File: config.mk
export PLATFORM = sky130hd
export DESIGN_NAME = plcr_top
export DESIGN_NICKNAME = d
export VERILOG_FILES = /design/src/hw/plcr_lockfield.v /design/src/hw/plcr_rdport.v /design/src/hw/plcr_top.v
export VERILOG_INCLUDE_DIRS = /design/src /design/src/hw
export SDC_FILE = /design/constraint.sdc
export NUM_CORES = 1
export LEC_CHECK = 0
export BUFFER_PORTS_ARGS = -buffer_cell sky130_fd_sc_hd__buf_2
export CAP_MARGIN = 20
export CORE_ASPECT_RATIO = 0.8
export CORE_MARGIN = 2
export CORE_UTILIZATION = 49
export CTS_BUF_LIST = sky130_fd_sc_hd__clkbuf_16
export CTS_CLUSTER_DIAMETER = 100
export DETAILED_ROUTE_END_ITERATION = 12
export PLACE_DENSITY_LB_ADDON = 0.1
export SYNTH_ARGS = -nofsm -noshare
export SYNTH_HDL_FRONTEND = slang
export SYNTH_HIERARCHICAL = 1
export SYNTH_SLANG_ARGS = --single-unit
File: constraint.sdc
create_clock -name CLK_I -period 1.9 [get_ports CLK_I]
set_input_delay 0.38 -clock CLK_I [delete_from_list [all_inputs] [get_ports CLK_I]]
set_output_delay 0.38 -clock CLK_I [all_outputs]
set_load 0.02 [all_outputs]
File: src/hw/plcr_regs.vh
/*
 * register map, field positions, reset values and codes of the
 * per-port link capability word and its companion control word.
 * assumes byte addressing on a 12-bit configuration address.
 */
`ifndef PLCR_REGS_VH
`define PLCR_REGS_VH

// ------------------------------------------------------------------
// offsets
// ------------------------------------------------------------------
`define PLCR_AW                12
`define PLCR_OFF_LINK_CAP      12'h04c
`define PLCR_OFF_PORT_CTRL     12'h0f0

// ------------------------------------------------------------------
// link capability word fields
// ------------------------------------------------------------------
`define PLCR_SPD_LSB           0
`define PLCR_SPD_MSB           3
`define PLCR_WID_LSB           4
`define PLCR_WID_MSB           9
`define PLCR_PSS_LSB           10
`define PLCR_PSS_MSB           11
`define PLCR_L0S_LSB           12
`define PLCR_L0S_MSB           14
`define PLCR_L1_LSB            15
`define PLCR_L1_MSB            17
`define PLCR_CPM_BIT           18
`define PLCR_SDE_BIT           19
`define PLCR_DLA_BIT           20
`define PLCR_BWN_BIT           21
`define PLCR_RSV_LSB           22
`define PLCR_RSV_MSB           23
`define PLCR_PORT_LSB          24
`define PLCR_PORT_MSB          31

// ------------------------------------------------------------------
// port control word fields
// ------------------------------------------------------------------
`define PLCR_CTL_UNLOCK_BIT    0
`define PLCR_CTL_SHCLK_BIT     6

// ------------------------------------------------------------------
// reset values and codes
// ------------------------------------------------------------------
`define PLCR_SPD_RST           4'h1
`define PLCR_SPD_GEN1          4'h1
`define PLCR_SPD_GEN2          4'h2
`define PLCR_PSS_FIXED         2'h3
`define PLCR_L0S_SEPARATE      3'h5
`define PLCR_L0S_COMMON        3'h3
`define PLCR_L1_RST            3'h2
`define PLCR_CPM_RST           1'h0
`define PLCR_WID_X1            6'h01
`define PLCR_WID_X2            6'h02
`define PLCR_WID_X4            6'h04
`define PLCR_RSV_VAL           2'h0
`define PLCR_ZERO32            32'h0000_0000

`endif

File: src/hw/plcr_lockfield.v
/*
 * lockable read-write field: software writes land only while the
 * unlock control is set; hardware load has priority over writes.
 * assumes synchronous active-high reset and one clock.
 */
`timescale 1ns/1ps

module plcr_lockfield #(
	parameter W = 4
) (
	// clock and reset
	input  wire         clk_i,
	input  wire         rst_i,
	// reset and hardware load values
	input  wire [W-1:0] rst_val_i,
	input  wire         hw_load_i,
	input  wire [W-1:0] hw_val_i,
	// software write
	input  wire         wr_i,
	input  wire         unlock_i,
	input  wire [W-1:0] wdata_i,
	// field value
	output wire [W-1:0] q_o
);

	reg [W-1:0] field_q;
	reg [W-1:0] field_d;

	// next value: hardware load, then unlocked write, else hold
	always @* begin
		field_d = field_q;
		if (hw_load_i) begin
			field_d = hw_val_i;
		end else if (wr_i && unlock_i) begin
			field_d = wdata_i;
		end
	end

	// field storage
	always @(posedge clk_i) begin
		if (rst_i) begin
			field_q <= rst_val_i;
		end else begin
			field_q <= field_d;
		end
	end

	assign q_o = field_q;

endmodule // plcr_lockfield

File: src/hw/plcr_rdport.v
/*
 * read data register of the configuration port: presents the
 * selected word in the cycle after the read strobe, zero otherwise.
 * assumes synchronous active-high reset and one clock.
 */
`timescale 1ns/1ps
`include "plcr_regs.vh"

module plcr_rdport (
	// clock and reset
	input  wire        clk_i,
	input  wire        rst_i,
	// read request
	input  wire        rd_i,
	input  wire [31:0] word_i,
	// read data
	output wire [31:0] rdata_o
);

	reg [31:0] rdata_q;
	reg [31:0] rdata_d;

	// data only in the cycle after a strobe
	always @* begin
		rdata_d = `PLCR_ZERO32;
		if (rd_i) begin
			rdata_d = word_i;
		end
	end

	// read data flop
	always @(posedge clk_i) begin
		if (rst_i) begin
			rdata_q <= `PLCR_ZERO32;
		end else begin
			rdata_q <= rdata_d;
		end
	end

	assign rdata_o = rdata_q;

endmodule // plcr_rdport

File: src/hw/plcr_top.v
/*
 * per-port link capability word of a switch port, with a small
 * port control word holding the unlock and shared-refclk bits.
 * assumes a plain register port (address, data, strobes), read data
 * one cycle after the read strobe, and port straps held steady.
 */
`timescale 1ns/1ps
`include "plcr_regs.vh"

module plcr_top (
	// clock and reset
	input  wire                  CLK_I,
	input  wire                  SYS_RST_I,
	// register port
	input  wire [`PLCR_AW-1:0]   ADDR_I,
	input  wire [31:0]           WDATA_I,
	input  wire                  WR_I,
	input  wire                  RD_I,
	output wire [31:0]           RDATA_O,
	// port straps
	input  wire                  UPSTREAM_I,
	input  wire                  LEGACY_MODE_I,
	input  wire [7:0]            PORT_NUM_I,
	input  wire [5:0]            CFG_WIDTH_I,
	// capability outputs to the link logic
	output wire [3:0]            MAX_SPEED_O,
	output wire [5:0]            TRAIN_WIDTH_O,
	output wire [2:0]            QUICK_EXIT_LAT_O,
	output wire                  SHARED_REFCLK_O,
	output wire                  UNLOCKED_O
);

	// ------------------------------------------------------------------
	// helpers
	// ------------------------------------------------------------------

	// width codes the port can train at
	function width_valid;
		input [5:0] w;
		begin
			width_valid = (w == `PLCR_WID_X1) || (w == `PLCR_WID_X2) ||
				(w == `PLCR_WID_X4);
		end
	endfunction

	// ------------------------------------------------------------------
	// address decode
	// ------------------------------------------------------------------

	wire cap_hit;
	wire ctl_hit;
	wire cap_wr;
	wire ctl_wr;

	// word selects and write qualifiers
	assign cap_hit = (ADDR_I == `PLCR_OFF_LINK_CAP);
	assign ctl_hit = (ADDR_I == `PLCR_OFF_PORT_CTRL);
	assign cap_wr  = WR_I && cap_hit;
	assign ctl_wr  = WR_I && ctl_hit;

	// ------------------------------------------------------------------
	// port control word
	// ------------------------------------------------------------------

	reg unlock_q;
	reg unlock_d;
	reg shclk_q;
	reg shclk_d;

	// unlock and shared refclk bits, plain read-write
	always @* begin
		unlock_d = unlock_q;
		shclk_d  = shclk_q;
		if (ctl_wr) begin
			unlock_d = WDATA_I[`PLCR_CTL_UNLOCK_BIT];
			shclk_d  = WDATA_I[`PLCR_CTL_SHCLK_BIT];
		end
	end

	always @(posedge CLK_I) begin
		if (SYS_RST_I) begin
			unlock_q <= 1'b0;
			shclk_q  <= 1'b0;
		end else begin
			unlock_q <= unlock_d;
			shclk_q  <= shclk_d;
		end
	end

	// ------------------------------------------------------------------
	// initialisation of hardware-set fields
	// ------------------------------------------------------------------

	reg init_done_q;

	// one load of the configured width after reset release
	always @(posedge CLK_I) begin
		if (SYS_RST_I) begin
			init_done_q <= 1'b0;
		end else begin
			init_done_q <= 1'b1;
		end
	end

	wire init_load;
	assign init_load = !init_done_q;

	// port role strap caught at the first cycle after release
	reg upstream_q;

	always @(posedge CLK_I) begin
		if (init_load) begin
			upstream_q <= UPSTREAM_I;
		end
	end

	// ------------------------------------------------------------------
	// lockable fields
	// ------------------------------------------------------------------

	wire [3:0] max_speed_field;
	wire [5:0] max_width_field;
	wire [2:0] deep_idle_exit_latency;
	wire       refclk_removal_capable;
	wire       surprise_down_capable;
	wire       link_active_raw;
	wire       bandwidth_notify_raw;

	// max speed, reset to gen1
	plcr_lockfield #(.W(4)) u_speed (
		.clk_i     (CLK_I),
		.rst_i     (SYS_RST_I),
		.rst_val_i (`PLCR_SPD_RST),
		.hw_load_i (1'b0),
		.hw_val_i  (`PLCR_SPD_RST),
		.wr_i      (cap_wr),
		.unlock_i  (unlock_q),
		.wdata_i   (WDATA_I[`PLCR_SPD_MSB:`PLCR_SPD_LSB]),
		.q_o       (max_speed_field)
	);

	// max width, loaded with the configured width after init
	plcr_lockfield #(.W(6)) u_width (
		.clk_i     (CLK_I),
		.rst_i     (SYS_RST_I),
		.rst_val_i (`PLCR_WID_X1),
		.hw_load_i (init_load),
		.hw_val_i  (CFG_WIDTH_I),
		.wr_i      (cap_wr),
		.unlock_i  (unlock_q),
		.wdata_i   (WDATA_I[`PLCR_WID_MSB:`PLCR_WID_LSB]),
		.q_o       (max_width_field)
	);

	// deep idle exit latency, default 2-4 us
	plcr_lockfield #(.W(3)) u_l1 (
		.clk_i     (CLK_I),
		.rst_i     (SYS_RST_I),
		.rst_val_i (`PLCR_L1_RST),
		.hw_load_i (1'b0),
		.hw_val_i  (`PLCR_L1_RST),
		.wr_i      (cap_wr),
		.unlock_i  (unlock_q),
		.wdata_i   (WDATA_I[`PLCR_L1_MSB:`PLCR_L1_LSB]),
		.q_o       (deep_idle_exit_latency)
	);

	// role-dependent capability bits, set from the straps at init; refclk removal loads 0
	wire [3:0] misc_init;
	wire [3:0] misc_q;

	assign misc_init = {
		!UPSTREAM_I && !LEGACY_MODE_I,
		!UPSTREAM_I,
		!UPSTREAM_I,
		`PLCR_CPM_RST
	};

	plcr_lockfield #(.W(4)) u_misc (
		.clk_i     (CLK_I),
		.rst_i     (SYS_RST_I),
		.rst_val_i (4'h0),
		.hw_load_i (init_load),
		.hw_val_i  (misc_init),
		.wr_i      (cap_wr),
		.unlock_i  (unlock_q),
		.wdata_i   (WDATA_I[`PLCR_BWN_BIT:`PLCR_CPM_BIT]),
		.q_o       (misc_q)
	);

	assign refclk_removal_capable = misc_q[0];
	assign surprise_down_capable  = misc_q[1];
	assign link_active_raw        = misc_q[2];
	assign bandwidth_notify_raw   = misc_q[3];

	// link active reporting never shows on the upstream port
	wire link_active_report_capable;
	wire bandwidth_notify_capable;

	assign link_active_report_capable = link_active_raw && !upstream_q;
	assign bandwidth_notify_capable   = bandwidth_notify_raw;

	// ------------------------------------------------------------------
	// quick idle exit latency
	// ------------------------------------------------------------------

	reg       l0s_ovr_q;
	reg       l0s_ovr_d;
	reg [2:0] l0s_val_q;
	reg [2:0] l0s_val_d;

	// unlocked write pins a value; otherwise it tracks the clock mode
	always @* begin
		l0s_ovr_d = l0s_ovr_q;
		l0s_val_d = l0s_val_q;
		if (cap_wr && unlock_q) begin
			l0s_ovr_d = 1'b1;
			l0s_val_d = WDATA_I[`PLCR_L0S_MSB:`PLCR_L0S_LSB];
		end
	end

	always @(posedge CLK_I) begin
		if (SYS_RST_I) begin
			l0s_ovr_q <= 1'b0;
			l0s_val_q <= `PLCR_L0S_SEPARATE;
		end else begin
			l0s_ovr_q <= l0s_ovr_d;
			l0s_val_q <= l0s_val_d;
		end
	end

	wire [2:0] quick_idle_exit_latency;

	// common refclk 256-512 ns, separate refclk 1-2 us
	assign quick_idle_exit_latency = l0s_ovr_q ? l0s_val_q :
		(shclk_q ? `PLCR_L0S_COMMON
		         : `PLCR_L0S_SEPARATE);

	// ------------------------------------------------------------------
	// capability word assembly
	// ------------------------------------------------------------------

	wire [31:0] cap_word;
	wire [31:0] ctl_word;

	assign cap_word = {
		PORT_NUM_I,
		`PLCR_RSV_VAL,
		bandwidth_notify_capable,
		link_active_report_capable,
		surprise_down_capable,
		refclk_removal_capable,
		deep_idle_exit_latency,
		quick_idle_exit_latency,
		`PLCR_PSS_FIXED,
		max_width_field,
		max_speed_field
	};

	assign ctl_word = {
		25'h0000000,
		shclk_q,
		5'h00,
		unlock_q
	};

	// ------------------------------------------------------------------
	// read port
	// ------------------------------------------------------------------

	reg [31:0] rd_word;

	// unmapped addresses read as zero
	always @* begin
		rd_word = `PLCR_ZERO32;
		if (cap_hit) begin
			rd_word = cap_word;
		end else if (ctl_hit) begin
			rd_word = ctl_word;
		end
	end

	plcr_rdport u_rdport (
		.clk_i   (CLK_I),
		.rst_i   (SYS_RST_I),
		.rd_i    (RD_I),
		.word_i  (rd_word),
		.rdata_o (RDATA_O)
	);

	// ------------------------------------------------------------------
	// outputs to the link logic
	// ------------------------------------------------------------------

	reg [3:0] speed_out_q;
	reg [5:0] width_out_q;
	reg [2:0] l0s_out_q;

	// registered copies; bad width codes fall back to x1
	always @(posedge CLK_I) begin
		if (SYS_RST_I) begin
			speed_out_q <= `PLCR_SPD_RST;
			width_out_q <= `PLCR_WID_X1;
			l0s_out_q   <= `PLCR_L0S_SEPARATE;
		end else begin
			speed_out_q <= max_speed_field;
			width_out_q <= width_valid(max_width_field) ? max_width_field
				: `PLCR_WID_X1;
			l0s_out_q   <= quick_idle_exit_latency;
		end
	end

	assign MAX_SPEED_O      = speed_out_q;
	assign TRAIN_WIDTH_O    = width_out_q;
	assign QUICK_EXIT_LAT_O = l0s_out_q;
	assign SHARED_REFCLK_O  = shclk_q;
	assign UNLOCKED_O       = unlock_q;

endmodule // plcr_top

# Word level (Yosys, flattened, before mapping)
# Cells that the tools add are included.
[totals]
register_bits = 70
in_bits = 64
[classes]
n_bitwise = 3
n_mux = 9
reduce_logical = 14
eq_ne = 6
[op_table]
columns = ["op", "n"]
rows = [
  ["two-way mux 32 bit", 1],
  ["== test 12 x 7 -> 1 bit (second input constant)", 1],
  ["== test 12 x 8 -> 1 bit (second input constant)", 1],
  ["two-way mux 6 bit", 2],
  ["two-way mux 4 bit", 2],
  ["two-way mux 7 bit", 1],
  ["== test 6 x 1 -> 1 bit (second input constant)", 1],
  ["== test 6 x 2 -> 1 bit (second input constant)", 1],
  ["== test 6 x 3 -> 1 bit (second input constant)", 1],
  ["two-way mux 3 bit", 2],
  ["OR reduction 2 bit", 3],
  ["logical AND 1 bit", 5],
  ["zero test 1 bit", 3],
  ["NOT 1 bit", 3],
  ["OR reduction 3 bit", 1],
  ["logical OR 1 bit", 2],
  ["inequality test 2 x 1 -> 1 bit (second input constant)", 1],
  ["two-way mux 1 bit", 1],
]

# Logic depth before layout (Yosys ltp)
# Gate-level depths: netlist of the first run.
[depth]
depth_word = 5
ltp_mapped = 6
mapped_depth_nobuf = 5

# By module
# The synthesis of the first run kept the hierarchy.
[by_module_without_submodules]
columns = ["module", "area_per_inst_um2", "seq_area_each_um2", "cells_each", "instances"]
rows = [
  ["plcr_rdport", 998.5, 640.6, 70, 1],
  ["plcr_top", 980.9, 430.4, 109, 1],
  ["plcr_lockfield at u_misc ...", 220.2, 120.1, 19, 2],
  ["plcr_lockfield at u_width", 317.8, 180.2, 27, 1],
  ["plcr_lockfield at u_l1", 156.4, 90.1, 13, 1],
]

# Worst setup path before layout of the first run
# Ideal clock, no wire load.
[synth_path]
kind = "input-to-reg"
startpoint = "input ADDR_I[9]"
endpoint = "register u_width.field_q[0] (netlist: u_width/q_o[0]) (enable)"
path_stages = 5
arrival_time_ps = 1396
slack_ps = 188
n_path_buf = 0
required_time_ps = 1584
path_cell_list = "nor3_1 -> nand4_2 -> clkinv_2 -> and2_1 -> a211o_1"
[synth_via]
elab_chain_cells = 4
[synth_lines]
columns = ["element", "line", "source"]
rows = [
  ["from (decl)", "plcr_top.v:15", "input wire [`PLCR_AW-1:0] ADDR_I,"],
  ["== test 12 x 7 -> 1 bit (no line)", "-", ""],
  ["logical AND 1 bit", "plcr_top.v:58", "assign cap_wr = WR_I && cap_hit;"],
  ["net cap_wr", "plcr_top.v:52", "wire cap_wr;"],
  ["logical AND 1 bit", "plcr_lockfield.v:34", "end else if (wr_i && unlock_i) begin"],
  ["inequality test 2 x 1 -> 1 bit (no line)", "-", ""],
  ["to (signal assigned)", "plcr_lockfield.v:42", "field_q <= rst_val_i;"],
  ["to (signal assigned)", "plcr_lockfield.v:44", "field_q <= field_d;"],
  ["to (decl)", "plcr_lockfield.v:26", "reg [W-1:0] field_q;"],
]
# The timed path passes the listed nets, and every way through them passes these cells.
# A chain may end at the register's enable or synchronous reset.

# Worst setup path in the final report of the first run
[layout_path]
startpoint = "input ADDR_I[0]"
endpoint = "register u_width.field_q[4] (netlist: u_width/q_o[4]) (enable)"
# The elaborated chain is that of the path after synthesis.

==> impl_metrics.env, run 1 <==
export IMPL_required_ns=1.91
export IMPL_start_util_pct=49.74
export IMPL_cp_slowest_cell="nor4b_4"
export IMPL_syn2layout_area_growth_pct=33.16
export IMPL_pwr_share_seq_pct=46.8
export IMPL_syn_avg_cell_area_um2=11.26
export IMPL_final_area_um2=3854
export IMPL_worstReg2RegEnd="u_misc/q_o[3]"
export IMPL_reg2reg_setup_slack_ns=0.56
export IMPL_synth_top_cell_area_share_pct=35.97
export IMPL_cts_buffers_inserted=9
export IMPL_clock_latency_ns=0.32
export IMPL_power_frac_clock_pct=46.2
export IMPL_internal_power_w=0.002706
export IMPL_port_buffers=98
export IMPL_min_period_ns=1.533
export IMPL_combPwrFrac_pct=6.9
export IMPL_arrival_ns=1.54
export IMPL_cellPowerDensity_nw_per_um2=893.7
export IMPL_skew_ns=0.003488
export IMPL_cts_sinks=70
export IMPL_ys_ff_latch=70
export IMPL_firstDrtPassIters=4
export IMPL_grt_max_degree=33
export IMPL_synth_compound_area_share_pct=5.404
export IMPL_dp_hpwl_um=4005
export IMPL_layout_commonest_cell="buf_2"
export IMPL_crit_fanout=6
export IMPL_synthArstFlopShare_pct=0
export IMPL_yosys_area_top_type="dfxtp_1"
export IMPL_post_cts_buffers=0
export IMPL_grt_antenna_before_repair=0
export IMPL_yosysUniqueCellTypes=37
export IMPL_maxUsedRoutingLayer="met4"
export IMPL_routed_wl_um=5703
export IMPL_gp_congestion=0.7981
export IMPL_dr_wl_met2_um=2584
export IMPL_grt_pass1_vias=1934
export IMPL_cts_hold_buf=0
export IMPL_hold_depth=1
export IMPL_fp_dieW_um=89.92
export IMPL_fin_setup_tns_ns=0
export IMPL_synth_top_family_by_area="simple AND/OR/NAND/NOR gates"
export IMPL_synth_area_um2=2894
export IMPL_drt_iter0_drc=69
export IMPL_period_share_pct=80.70
export IMPL_run_status="completed"
export IMPL_ir_drop_v=0.0004230
export IMPL_cts_tree="done"
export IMPL_hold_path_class="in2reg"
export IMPL_layout_common_cells="98 x buf_2, 52 x dfxtp_1, 35 x conb_1, 32 x and3b_2, 27 x nand2_1"
export IMPL_timing_hold_ws_ns=0.2708
export IMPL_critical_path_top_delay_family="simple AND/OR/NAND/NOR gates"
export IMPL_synth_adder_area_share_pct=0
export IMPL_die_y_um=72.74
export IMPL_worst_setup_path_end_kind="register"
export IMPL_yosys_warnings=6
export IMPL_cts_path_max_buffers=2
export IMPL_cp_start_kind="input port"
export IMPL_worst_slew_pin_slew_ns=0.5579
export IMPL_synthMuxAreaShare_pct=7.609
export IMPL_r2r_start="init_done_q"
export IMPL_synth_xor_area_share_pct=0.3026
export IMPL_post_place_ws_ns=0.03838
export IMPL_p_sw_share_pct=21.42
export IMPL_setup_viol=0
export IMPL_worstHoldEndpoint="upstream_q"
export IMPL_synth_edff_count=18
export IMPL_die_area_um2=6541
export IMPL_postLayoutCoreUtil_pct=66.24
export IMPL_switching_power_w=0.0007379
export IMPL_crit_path_max_incr_delay_ns=0.31
export IMPL_critPathKind="in2reg"
export IMPL_crit_chain="buf_2 -> nor4b_4 -> nand4_2 -> clkinv_2 -> and2_1 -> a211o_1"
export IMPL_vias_per_cell=4.438
export IMPL_slew_viol_final=0
export IMPL_overflow=0
export IMPL_root_buffer="clkbuf_16"
export IMPL_drive_gt1_share_pct=39.95
export IMPL_netlist_top_cells_area="dfxtp_1 36%, edfxtp_1 19%, and3b_2 11%, mux2i_1 7.6%, and2_1 5.0%"
export IMPL_min_delay_start="UPSTREAM_I"
export IMPL_fin_nets=457
export IMPL_vias=2126
export IMPL_grt_pass1_wl_um=9163
export IMPL_worst_r2r_path_depth=3
export IMPL_wl_met1_um=2752
export IMPL_wl_per_cell_um=11.91
export IMPL_synth_ff_type="dfxtp_1"
export IMPL_hold_violations=0
export IMPL_cp_num_buf_inv=2
export IMPL_rows=25
export IMPL_ys_seq_area_share_pct=54.65
export IMPL_rsz0062_at_grt="false"
export IMPL_syn_inst=257
export IMPL_coreArea_um2=5818
export IMPL_pin_count=111
export IMPL_clkTransAtPathRegs_ns=0.05
export IMPL_slew_headroom_pct=62.76
export IMPL_grt_usage_pct=18.30
export IMPL_diodes=0
export IMPL_leakage_nw=1.965
export IMPL_htree_levels=3
export IMPL_ctsResizeCount=0
export IMPL_cap_violations=0
export IMPL_fmax_ghz=0.6522
export IMPL_dpl_cell_area_um2=3565
export IMPL_setup_ws_ns=0.3668
export IMPL_met3WireLength_um=306
export IMPL_drc=0
export IMPL_yosys_area_share_simple_pct=27.19
export IMPL_final_antenna_net_count=0
worst max path at each step:
stage | start | endpoint | depth (start not counted)
after global placement | ADDR_I[9] | u_width/q_o[2] | 6
after detailed placement | ADDR_I[0] | u_width/q_o[1] | 6
after CTS | ADDR_I[0] | u_width/q_o[4] | 6
after floorplan | ADDR_I[9] | u_width/q_o[0] | 5
after global routing | ADDR_I[9] | u_width/q_o[2] | 6
final | ADDR_I[0] | u_width/q_o[4] | 6
per-stage QoR:
step / instances / total power [W]
after floorplan: 290 / 0.001785
after global placement: 463 / 0.001876
after detailed placement: 463 / 0.001880
after CTS: 479 / 0.003481
after global routing: 479 / 0.003585
final: 479 / 0.003444
cells by family (layout without fill, tap and decap cells):
family	after synthesis	after routing
AO/OA/AOI/OAI	27	27
multiplexers	22	22
AND/OR/NAND/NOR	115	115
flip-flops	70	70
other	2	35
buffers and inverters	20	128
XOR/XNOR	1	1
registers in the layout (all words and copies together), names as in the netlist, 3 cells and up:
register	count
u_rdport/rdata_o	32
TRAIN_WIDTH_O	6
u_width/q_o	6
MAX_SPEED_O	4
u_misc/q_o	4
u_speed/q_o	4
QUICK_EXIT_LAT_O	3
l0s_val_q	3
u_l1/q_o	3
area by class of cell:
| cell class | instances | area (um2) |
|---|---|---|
| clock buffers | 9 | 225.2 |
| clock inverters | 7 | 63.81 |
| fillers | 524 | 1964 |
| inverters | 5 | 20.02 |
| multi-input cells | 200 | 1304 |
| flip-flops and latches | 70 | 1582 |
| well taps | 81 | 101.3 |
| repair buffers | 107 | 558.0 |
cells in the mapped netlist (5+ instances only):
master	n
dfxtp_1	52
o21ai_1	17
and3b_2	32
nand2_1	27
mux2i_1	22
nor2_1	10
edfxtp_1	18
buf_6	5
buf_2	6
and2_1	23
worst register-to-register path, stage by stage, from the launching register on:
cell and delay [ns]:
dfxtp_1 0.29, inv_1 0.41, mux2i_1 0.28, o21ai_1 0.09
power groups by stage:
stage / combinational, W / sequential [W] / clock, W
final: 0.000239 / 0.00161 / 0.00159
after global routing: 0.000269 / 0.00162 / 0.00170
after CTS: 0.000238 / 0.00161 / 0.00163
after detailed placement: 0.000236 / 0.00164 / 0
after global placement: 0.000234 / 0.00164 / 0
after floorplan: 0.000132 / 0.00165 / 0
per-layer routing:
metal | up-vias | track usage (%)
met4 | 0 | 6.496
met3 | 7 | 6.818
met2 | 71 | 27.86
li1 | 1129 | -
met1 | 919 | 24.30
met5 | - | 0
Note: power is estimated with default switching activity, not from simulation.
==> inputs of run 2 (changes only) <==
==> constraint.sdc (replaced) <==
create_clock -name CLK_I -period 1.6 [get_ports CLK_I]
set_input_delay 0.32 -clock CLK_I [delete_from_list [all_inputs] [get_ports CLK_I]]
set_output_delay 0.32 -clock CLK_I [all_outputs]
set_load 0.02 [all_outputs]
==> impl_metrics.env, run 2 (synthesized netlist as in run 1, its figures left out) <==
export IMPL_cp_slowest_cell="nor4b_4"
export IMPL_grt_antenna_before_repair=0
export IMPL_min_period_ns=1.339
export IMPL_start_util_pct=49.74
export IMPL_pin_count=111
export IMPL_cp_num_buf_inv=2
export IMPL_cts_hold_buf=0
export IMPL_crit_fanout=4
export IMPL_wl_per_cell_um=11.76
export IMPL_cellPowerDensity_nw_per_um2=1067
export IMPL_rsz0062_at_grt="false"
export IMPL_r2r_start="UNLOCKED_O"
export IMPL_largest_reg_flops=32
export IMPL_fp_dieW_um=89.92
export IMPL_cap_violations=0
export IMPL_grt_pass1_vias=1974
export IMPL_slew_viol_final=0
export IMPL_clkTransAtPathRegs_ns=0.05
export IMPL_drc=0
export IMPL_fin_nets=463
export IMPL_hold_path_class="in2reg"
export IMPL_arrival_ns=1.36
export IMPL_worst_r2r_path_depth=3
export IMPL_ir_drop_v=0.0007101
export IMPL_timing_hold_ws_ns=0.2074
export IMPL_ctsResizeCount=0
export IMPL_cts_buffers_inserted=9
export IMPL_firstDrtPassIters=4
export IMPL_run_status="completed"
export IMPL_root_buffer="clkbuf_16"
export IMPL_setup_viol=0
export IMPL_worstSetupEndpoint="u_speed/q_o[3]"
export IMPL_port_buffers=98
export IMPL_dp_cells=469
export IMPL_fin_total_pwr_w=0.004213
export IMPL_dpl_cell_area_um2=3638
export IMPL_final_area_um2=3948
export IMPL_stdcell_count=485
export IMPL_grt_max_degree=33
export IMPL_crit_start="ADDR_I[0]"
export IMPL_cts_sinks=70
export IMPL_syn2layout_area_growth_pct=36.40
export IMPL_hold_violations=0
export IMPL_clock_latency_ns=0.33
export IMPL_layout_commonest_cell="buf_2"
export IMPL_reg2reg_setup_slack_ns=0.45
export IMPL_cp_num_cells=6
export IMPL_crit_chain="buf_2 -> nor4b_4 -> nand4_2 -> clkinv_2 -> and2_4 -> a211o_1"
export IMPL_htree_levels=3
export IMPL_critPathKind="in2reg"
export IMPL_coreArea_um2=5818
export IMPL_setup_ws_ns=0.2611
export IMPL_vias=2168
export IMPL_leakage_nw=2.019
export IMPL_vias_per_cell=4.470
export IMPL_period_share_pct=83.68
export IMPL_grt_pass1_wl_um=9342
export IMPL_cts_tree="done"
export IMPL_worstReg2RegEnd="l0s_val_q[0]"
export IMPL_drt_iter0_drc=61
export IMPL_final_antenna_net_count=0
export IMPL_fill_cells=477
export IMPL_worst_setup_path_end_kind="register"
export IMPL_drive_gt1_share_pct=41.58
export IMPL_routed_wl_um=5704
export IMPL_overflow=0
export IMPL_dp_hpwl_um=4064
export IMPL_grt_usage_pct=18.63
export IMPL_diodes=0
export IMPL_skew_ns=0.006136
export IMPL_post_place_ws_ns=-0.08131
export IMPL_required_ns=1.62
export IMPL_die_y_um=72.74
export IMPL_rows=25
export IMPL_crit_path_max_incr_delay_ns=0.32
export IMPL_gp_congestion=0.7911
export IMPL_cts_path_max_buffers=2
export IMPL_cp_start_kind="input port"
export IMPL_critical_path_top_delay_family="simple AND/OR/NAND/NOR gates"
export IMPL_layout_common_cells="98 x buf_2, 52 x dfxtp_1, 35 x conb_1, 32 x and3b_2, 27 x nand2_1"
export IMPL_post_cts_buffers=0
export IMPL_fmax_ghz=0.7469
export IMPL_die_area_um2=6541
run 2: per-stage QoR:
stage                     TNS [ns]  utilization [%]
after floorplan                  0                -
after global routing             0            67.85
after detailed placement    -1.199            62.54
final                            0            67.85
after CTS                        0            67.85
after global placement     -0.3744            62.54
run 2: how the worst min path moves through the flow:
stage	from	end	slack [ns]	depth (start not counted)
final	UPSTREAM_I	upstream_q	0.21	1
after global placement	l0s_ovr_q	QUICK_EXIT_LAT_O[0]	0.40	1
after CTS	UPSTREAM_I	upstream_q	0.20	1
after global routing	UPSTREAM_I	upstream_q	0.20	1
after detailed placement	l0s_ovr_q	QUICK_EXIT_LAT_O[0]	0.40	1
after floorplan	l0s_ovr_q	QUICK_EXIT_LAT_O[0]	0.38	1
run 2: cell type report:
cell class	count	area [um2]	area share [%]
inverters	5	20.02	0.5071
clock buffers	10	250.2	6.339
flip-flops and latches	70	1582	40.06
clock inverters	6	58.81	1.490
multi-input cells	200	1320	33.44
well taps	81	101.3	2.567
repair buffers	113	615.6	15.59
run 2: power by group:
group | internal, W | leakage [nW] | total, W | switching [W]
clock network | 0.00129 | 0.159 | 0.00200 | 0.000705
logic | 0.000144 | 1.25 | 0.000303 | 0.000159
registers | 0.00189 | 0.608 | 0.00191 | 0.0000245
run 2: routing by layer:
layer | wire length, um | share of wire (%) | track usage (%) | vias up
li1 | - | - | - | 1136
met4 | 50 | 0.88 | 6.154 | 0
met1 | 2708 | 47 | 24.40 | 954
met3 | 345 | 6.0 | 7.025 | 6
met2 | 2600 | 46 | 28.96 | 72
met5 | 0 | 0 | 0 | -
